--- config.mk ---
export PLATFORM = sky130hd
export DESIGN_NAME = pvc_controller
export DESIGN_NICKNAME = d
export VERILOG_FILES = /design/src/design/pvc_pkg.sv /design/src/design/pvc_arbiter.sv /design/src/design/pvc_controller.sv /design/src/design/pvc_edge_detect.sv
export SDC_FILE = /design/constraint.sdc
export NUM_CORES = 1
export LEC_CHECK = 0
export ABC_AREA = 1
export BUFFER_PORTS_ARGS = -buffer_cell sky130_fd_sc_hd__buf_2
export CAP_MARGIN = 20
export CORE_MARGIN = 10
export CORE_UTILIZATION = 52
export DETAILED_ROUTE_END_ITERATION = 12
export PLACE_DENSITY_LB_ADDON = 0.08
export SYNTH_ARGS = -nofsm -noshare
export SYNTH_HDL_FRONTEND = slang
export SYNTH_SLANG_ARGS = --single-unit
--- constraint.sdc ---
create_clock -name clk -period 29.7 [get_ports clk]
set_input_delay 5.94 -clock clk [delete_from_list [all_inputs] [get_ports clk]]
set_output_delay 5.94 -clock clk [all_outputs]
set_load 0.01 [all_outputs]
--- src/design/pvc_pkg.sv ---
// shared constants, types and helpers for the prioritized vector controller
package pvc_pkg;

  // ****************************************************************
  // sizes
  // ****************************************************************
  localparam int NSRC = 16;
  localparam int NEXT = 2;
  localparam int IDX_W = 4;
  localparam int PRI_W = 3;
  localparam int LVL_W = 4;
  localparam int VEC_W = 8;
  localparam int NTRAP = 4;
  // each source owns a 4-bit slot, priority in its low three bits
  localparam int PRI_SLOT = 4;

  // ****************************************************************
  // values
  // ****************************************************************
  localparam logic [VEC_W-1:0] VEC_BASE = 8'h08;
  localparam logic [PRI_W-1:0] PRI_NONE = 3'h0;
  localparam logic [PRI_W-1:0] CPU_LVL_MAX = 3'h7;
  localparam logic [PRI_W-1:0] CPU_LVL_RST = 3'h0;
  localparam logic [VEC_W-1:0] VEC_RST = 8'h00;
  localparam logic [LVL_W-1:0] LVL_RST = 4'h0;

  // ****************************************************************
  // types
  // ****************************************************************
  typedef struct packed {
    logic [NSRC-1:0] flag;
    logic [NTRAP-1:0] trap_flag;
    logic dbe_flag;
    logic [PRI_W-1:0] cpu_lvl;
    logic lvl_msb;
    logic [VEC_W-1:0] vec;
    logic [LVL_W-1:0] new_lvl;
    logic irq_req;
    logic trap_req;
    logic alt_tbl;
  } pvc_state_t;

  typedef struct packed {
    logic [NEXT-1:0] prev;
  } pvc_edge_state_t;

  typedef struct packed {
    logic valid;
    logic [IDX_W-1:0] idx;
    logic [PRI_W-1:0] pri;
  } pvc_win_t;

  // ****************************************************************
  // helpers
  // ****************************************************************
  function automatic logic [VEC_W-1:0] vector_of(input logic [IDX_W-1:0] idx);
    vector_of = VEC_BASE + {{(VEC_W-IDX_W){1'b0}}, idx};
  endfunction

  function automatic logic above_level(input logic [PRI_W-1:0] pri, input logic [LVL_W-1:0] lvl);
    above_level = ({1'b0, pri} > lvl);
  endfunction

  function automatic logic [PRI_W-1:0] pri_of(input logic [NSRC*PRI_SLOT-1:0] flat, input int i);
    pri_of = flat[i*PRI_SLOT +: PRI_W];
  endfunction

endpackage

--- src/design/pvc_arbiter.sv ---
// picks the highest priority eligible source, lower index on a tie
`timescale 1ns/1ps
module pvc_arbiter
(
  // candidates
  input wire logic [pvc_pkg::NSRC-1:0] eligible,
  input wire logic [pvc_pkg::NSRC*pvc_pkg::PRI_SLOT-1:0] pri_flat,
  // winner
  output pvc_pkg::pvc_win_t win
);

  always_comb
  begin
    logic [pvc_pkg::PRI_W-1:0] p;
    p = pvc_pkg::PRI_NONE;
    win = '0;
    // downward scan with >= lets the lower index win ties
    for (int i = pvc_pkg::NSRC - 1; i >= 0; i--)
    begin
      p = pvc_pkg::pri_of(pri_flat, i);
      if (eligible[i] && (p != pvc_pkg::PRI_NONE) && (p >= win.pri))
      begin
        win.valid = 1'b1;
        win.idx = i[pvc_pkg::IDX_W-1:0];
        win.pri = p;
      end
    end
  end

endmodule

--- src/design/pvc_controller.sv ---
// prioritized vectored interrupt controller top
`timescale 1ns/1ps

// Contract
// - each source has a flag set by its request, held until software clears it
// - each source has its own enable; only enabled sources can interrupt
// - each source has a priority field selecting one of eight levels
// - a selected interrupt latches its 8-bit vector and 4-bit new level
// - the latched new level equals the winning source priority
// - flag, enable and priority positions follow ascending vector order
// - external request zero is vector 8, bit 0, priority bits 2:0
// - three low cpu level bits are software writable
// - the fourth cpu level bit is read-only, so traps stay unmaskable
// - control one holds nesting disable and trap control and status flags
// - control two holds global enable, edge polarity, alternate table select
// - control four holds software hard trap and double-bit error flag
module pvc_controller
(
  // clock, reset and freeze
  input wire logic clk,
  input wire logic sys_rst,
  input wire logic ce,
  // request sources
  input wire logic [pvc_pkg::NEXT-1:0] ext_irq_in,
  input wire logic [pvc_pkg::NSRC-1:pvc_pkg::NEXT] periph_req,
  // flag, enable and priority registers
  input wire logic [pvc_pkg::NSRC-1:0] irq_flag_clr,
  input wire logic [pvc_pkg::NSRC-1:0] irq_enable_regs,
  input wire logic [pvc_pkg::NSRC*pvc_pkg::PRI_SLOT-1:0] irq_priority_regs,
  // control one
  input wire logic nesting_disable,
  input wire logic [pvc_pkg::NTRAP-1:0] trap_event,
  input wire logic [pvc_pkg::NTRAP-1:0] trap_event_en,
  input wire logic [pvc_pkg::NTRAP-1:0] trap_flag_clr,
  // control two
  input wire logic global_irq_enable,
  input wire logic [pvc_pkg::NEXT-1:0] ext_edge_falling,
  input wire logic alternate_vector_table,
  // control four
  input wire logic soft_hard_trap,
  input wire logic ecc_dbe_event,
  input wire logic double_bit_error_clr,
  // cpu side
  input wire logic cpu_level_wr,
  input wire logic [pvc_pkg::PRI_W-1:0] cpu_level_wdata,
  input wire logic irq_ack,
  input wire logic trap_ack,
  input wire logic trap_return,
  // status outputs
  output logic [pvc_pkg::NSRC-1:0] irq_flag_regs_q,
  output logic [pvc_pkg::NTRAP-1:0] trap_status_q,
  output logic double_bit_error_trap_q,
  output logic [pvc_pkg::LVL_W-1:0] cpu_priority_level_q,
  output logic [pvc_pkg::VEC_W-1:0] vector_number_q,
  output logic [pvc_pkg::LVL_W-1:0] new_cpu_level_q,
  output logic irq_req_q,
  output logic trap_req_q,
  output logic alt_table_sel_q
);

  // ****************************************************************
  // declarations
  // ****************************************************************
  pvc_pkg::pvc_state_t st_q;
  pvc_pkg::pvc_state_t st_d;
  pvc_pkg::pvc_win_t win;
  logic [pvc_pkg::NEXT-1:0] ext_pulse;
  logic [pvc_pkg::NSRC-1:0] set_vec;
  logic [pvc_pkg::NSRC-1:0] eligible;
  logic [pvc_pkg::LVL_W-1:0] cur_lvl;
  logic take;
  logic any_ranked;
  logic outranked;
  logic tie_lost;

  // ****************************************************************
  // sources
  // ****************************************************************
  pvc_edge_detect u_edge
  (
    .clk(clk),
    .sys_rst(sys_rst),
    .ce(ce),
    .ext_in(ext_irq_in),
    .edge_falling(ext_edge_falling),
    .edge_pulse(ext_pulse)
  );

  // external request zero lands on bit 0, peripherals follow upward
  assign set_vec = {periph_req, ext_pulse};
  assign eligible = st_q.flag & irq_enable_regs & {pvc_pkg::NSRC{global_irq_enable}};
  assign cur_lvl = {st_q.lvl_msb, st_q.cpu_lvl};

  // ****************************************************************
  // arbitration
  // ****************************************************************
  pvc_arbiter u_arb
  (
    .eligible(eligible),
    .pri_flat(irq_priority_regs),
    .win(win)
  );

  // a set level msb lifts the cpu above every user priority
  assign take = win.valid && pvc_pkg::above_level(win.pri, cur_lvl);

  // ****************************************************************
  // next state
  // ****************************************************************
  always_comb
  begin
    st_d = st_q;
    if (ce)
    begin
      // set wins over a clear in the same cycle
      st_d.flag = (st_q.flag & ~irq_flag_clr) | set_vec;
      st_d.trap_flag = (st_q.trap_flag & ~trap_flag_clr) | (trap_event & trap_event_en);
      st_d.dbe_flag = (st_q.dbe_flag & ~double_bit_error_clr) | ecc_dbe_event;
      st_d.trap_req = (|st_q.trap_flag) | st_q.dbe_flag | soft_hard_trap;
      st_d.alt_tbl = alternate_vector_table;
      st_d.irq_req = take;
      if (take)
      begin
        st_d.vec = pvc_pkg::vector_of(win.idx);
        st_d.new_lvl = {1'b0, win.pri};
      end
      // acknowledge beats a software write of the level
      if (irq_ack)
      begin
        st_d.cpu_lvl = nesting_disable ? pvc_pkg::CPU_LVL_MAX : st_q.new_lvl[pvc_pkg::PRI_W-1:0];
      end
      else if (cpu_level_wr)
      begin
        st_d.cpu_lvl = cpu_level_wdata;
      end
      // only trap entry and exit move the msb; software has no path
      if (trap_ack)
      begin
        st_d.lvl_msb = 1'b1;
      end
      else if (trap_return)
      begin
        st_d.lvl_msb = 1'b0;
      end
    end
  end

  // ****************************************************************
  // state
  // ****************************************************************
  always_ff @(posedge clk)
  begin
    if (sys_rst)
    begin
      st_q <= '0;
      st_q.cpu_lvl <= pvc_pkg::CPU_LVL_RST;
      st_q.vec <= pvc_pkg::VEC_RST;
      st_q.new_lvl <= pvc_pkg::LVL_RST;
    end
    else
    begin
      st_q <= st_d;
    end
  end

  // ****************************************************************
  // outputs
  // ****************************************************************
  assign irq_flag_regs_q = st_q.flag;
  assign trap_status_q = st_q.trap_flag;
  assign double_bit_error_trap_q = st_q.dbe_flag;
  assign cpu_priority_level_q = cur_lvl;
  assign vector_number_q = st_q.vec;
  assign new_cpu_level_q = st_q.new_lvl;
  assign irq_req_q = st_q.irq_req;
  assign trap_req_q = st_q.trap_req;
  assign alt_table_sel_q = st_q.alt_tbl;

  // ****************************************************************
  // assertion helpers
  // ****************************************************************
  // upward scan, kept apart from the arbiter so a shared slip cannot hide
  always_comb
  begin
    logic [pvc_pkg::PRI_W-1:0] cp;
    cp = pvc_pkg::PRI_NONE;
    any_ranked = 1'b0;
    outranked = 1'b0;
    tie_lost = 1'b0;
    for (int i = 0; i < pvc_pkg::NSRC; i++)
    begin
      cp = pvc_pkg::pri_of(irq_priority_regs, i);
      if (eligible[i] && (cp != pvc_pkg::PRI_NONE))
      begin
        any_ranked = 1'b1;
        if (cp > win.pri)
        begin
          outranked = 1'b1;
        end
        if ((cp == win.pri) && (i[pvc_pkg::IDX_W-1:0] < win.idx))
        begin
          tie_lost = 1'b1;
        end
      end
    end
  end
endmodule

--- src/design/pvc_edge_detect.sv ---
// polarity-selectable edge detector for the external request inputs
`timescale 1ns/1ps
module pvc_edge_detect
(
  // clock and reset
  input wire logic clk,
  input wire logic sys_rst,
  input wire logic ce,
  // pins and polarity, 1 selects the falling edge
  input wire logic [pvc_pkg::NEXT-1:0] ext_in,
  input wire logic [pvc_pkg::NEXT-1:0] edge_falling,
  // one-cycle pulse per detected edge
  output logic [pvc_pkg::NEXT-1:0] edge_pulse
);

  pvc_pkg::pvc_edge_state_t st_q;
  pvc_pkg::pvc_edge_state_t st_d;

  always_comb
  begin
    st_d = st_q;
    if (ce)
    begin
      st_d.prev = ext_in;
    end
  end

  always_ff @(posedge clk)
  begin
    if (sys_rst)
    begin
      st_q <= '0;
    end
    else
    begin
      st_q <= st_d;
    end
  end

  // frozen while ce is low, so no edge is reported twice
  assign edge_pulse = {pvc_pkg::NEXT{ce}} &
                      ((edge_falling & st_q.prev & ~ext_in) | (~edge_falling & ~st_q.prev & ext_in));

endmodule

==> results.tsv <==
metric	value	unit
cts hold-fix bufs	0	
Leakage Power	2.80	nW
# diodes	0	
Max Cap Viol	0	
port bufs	161	
Area Growth Syn to Fin	25.4	%
maximum fanout along the worst path	18	
post-DP HPWL	10200	microns
DRC	0	
Max Freq	44.1	MHz
register bit total from synthesis	38	
die area	11300	sq um
critical path's most frequent cell	nand2_2	
core box area	7250	sq um
GRT Util Overall	20.9	%
max-slew violation count	0	
Global Route met3 Usage	7.61	%
share of layout cells above drive strength 1	32.7	%
total vias in the final route	4495	
Starting DRT DRC Count	140	
initial antenna violation count	0	
# setup viols final	0	
vias per std cell	5.09	
pwr/cell area	36.5	nW/um^2
pin count of the biggest net entering global routing	51	
hold path cells	2	
predominant post-synthesis flop cell	dfxtp_1	
Critical Path RT	29.90	ns
pre-CTS setup slack	6.72	ns
reg2reg setup slack	12.79	ns
first-pass GRT wire length	20300	microns
die width	106	microns
peak supply drop	0.0000269	V
clock tree buffer depth	2	
CTS tree	done	
CP startpoint	global_irq_enable	
Fin. Hold Viols	0	
normalized max-slew margin	39.4	%
gr busiest metal	met2	
hold_sp	irq_flag_regs_q[12]$_SDFFE_PP0P_	
synthesized area	3880	sq um
routed len/inst	13.7	microns
RD Place Congestion	0.857	
Crit Path Class	in -> reg	
Hold Crit Endpoint	irq_flag_regs_q[12]$_SDFFE_PP0P_	
GR Layer Usage met2	37.8	%
crit path DAT	22.89	ns
I/O pin count	182	
YS warnings	0	
hold slack	0.480	ns
Critical Path Sink Type	flip-flop	
startpoint types	input pin	
post-layout minimum cycle time	22.70	ns
CTS root buffer	clkbuf_8	
global route overflow	0	
Num CTS Buffers	5	
Reg2Reg Depth	133	
critical path's slowest cell	buf_2	
share of flip-flops with an asynchronous set or reset	0	%
Hold Crit Class	reg -> reg	
design area	4870	sq um
CP peak stage delay	0.37	ns
Clock Latency Late Sink	0.29	ns
Mean Syn Cell Area	6.19	sq um
TritonRoute pass-1 iters	4	
final worst path period share	76.4	%
postcts setup bufs	0	
PnR Total Power	178	uW
status	completed	
sequential share of the synthesized area	19.6	%
worst r2r src	irq_flag_regs_q[15]$_SDFFE_PP0P_	
Mapped Cells	627	
setup ws final	7.00	ns
met1 Track Usage GR	23.4	%
Post-DRT Antenna Nets	0	
setup TNS	0	ns
Die H	106	microns
Final nets	951	
r2r endpoint	new_cpu_level_q[1]$_SDFFE_PP0P_	
CTS resizes	0	
Netlist cell types	40	
EDFF count, synth	0	
Worst Skew	0.00790	ns
row cnt	31	
starting density of the core	53.5	%
final WL	12100	microns
clk sink count	38	
H-tree Lvls	2	
Worst-Margin Slew	0.909	ns
Placed Area	4730	sq um
RSZ-0062 raised after global routing	no	
number of global-route vias before repair	4630	
Worst-path clk slew	0.09	ns
==> through the flow <==
stage          utilization [%]  cells
6_report                  67.1    883
5_1_grt                   67.1    883
4_1_cts                   67.1    883
3_5_place_dp              65.2    875
3_3_place_gp              65.2    875
2_1_floorplan                -    630
==> Yosys cell counts (3+ instances only) <==
| cell | instances | share of area (%) |
|---|---|---|
| clkbuf_1 | 6 | 0.58 |
| and2_1 | 3 | 0.48 |
| nor3_1 | 6 | 0.77 |
| o21bai_1 | 4 | 0.77 |
| o21ai_0 | 35 | 4.5 |
| nand4_1 | 4 | 0.64 |
| a21oi_1 | 47 | 6.1 |
| nand2_2 | 39 | 6.3 |
| nor2_1 | 37 | 3.6 |
| nand3_1 | 65 | 8.4 |
| ha_1 | 26 | 8.4 |
| nand3_2 | 15 | 3.9 |
| buf_4 | 5 | 0.97 |
| inv_2 | 6 | 0.58 |
| dfxtp_1 | 38 | 20 |
| a31oi_1 | 4 | 0.64 |
| nand2_4 | 10 | 2.9 |
| o211ai_1 | 3 | 0.58 |
| nand2_1 | 158 | 15 |
| inv_1 | 87 | 8.4 |
==> worst max-delay path by stage <==
stage / end
2_1_floorplan: new_cpu_level_q[0]$_SDFFE_PP0P_
3_3_place_gp: new_cpu_level_q[2]$_SDFFE_PP0P_
3_5_place_dp: new_cpu_level_q[1]$_SDFFE_PP0P_
4_1_cts: new_cpu_level_q[1]$_SDFFE_PP0P_
5_1_grt: new_cpu_level_q[1]$_SDFFE_PP0P_
6_report: new_cpu_level_q[1]$_SDFFE_PP0P_
==> flip-flops by register name, indices dropped and copies added, names as in the netlist, 2 cells and up <==
signal / flops
vector_number_q: 5
trap_status_q: 4
u_edge.st_q: 2
new_cpu_level_q: 3
irq_flag_regs_q: 16
cpu_priority_level_q: 4
==> cells in the final DEF (no fill, tap or decap), types with 2 or more instances in the layout <==
cell       count
a21oi_1       47
a21oi_2        2
a21oi_4        2
a31oi_1        4
and2_1         3
and2_2         2
buf_2        161
bufinv_16      2
clkbuf_8       5
clkinv_2       2
conb_1         4
dfxtp_1       38
ha_1          26
inv_1         87
inv_2          6
nand2_1      158
nand2_2       39
nand2_4       10
nand3_1       65
nand3_2       15
nand4_1        4
nor2_1        37
nor2_2         2
nor2_4         2
nor3_1         6
o211ai_1       3
o21ai_0       35
o21bai_1       4
o22ai_1        2
o31ai_2        2
==> layer usage <==
layer  up-vias  wire length (microns)
met5         -                      0
met2       140                   5830
met1      2005                   5070
met4         0                     90
li1       2342                      -
met3         8                   1100
==> final cells by class <==
| type | instances | area [sq um] |
|---|---|---|
| clock buffers | 5 | 68.8 |
| repair buffers | 161 | 806 |
| fillers | 714 | 2380 |
| well taps | 99 | 124 |
| clock inverters | 3 | 68.8 |
| flip-flops and latches | 38 | 761 |
| inverters | 95 | 359 |
| multi-input cells | 482 | 2680 |
==> kinds of logic after synthesis <==
group / count (synthesis) / synth area share (%)
and+or+nand+nor: 345 / 44.1
AOI/OAI and AO/OA: 107 / 16.2
adders and majority gates: 26 / 8.38
other: 1 / 0.0966
DFF: 38 / 19.6
buffers and inverters: 110 / 11.6
==> power by group <==
| group | internal (mW) | switching (mW) |
|---|---|---|
| Sequential | 0.0549 | 0.00297 |
| Combinational | 0.0262 | 0.0385 |
| Clock | 0.0337 | 0.0213 |
==> worst max-delay path: cells and delay by family <==
kind                     cells  cell delay [ns]
AND/OR/NAND/NOR             62             5.76
adder cells (fa/ha/maj)     16             4.48
AO/OA/AOI/OAI               33             4.83
buffers and inverters       23             1.85
Power figures use the tool's default switching activity.
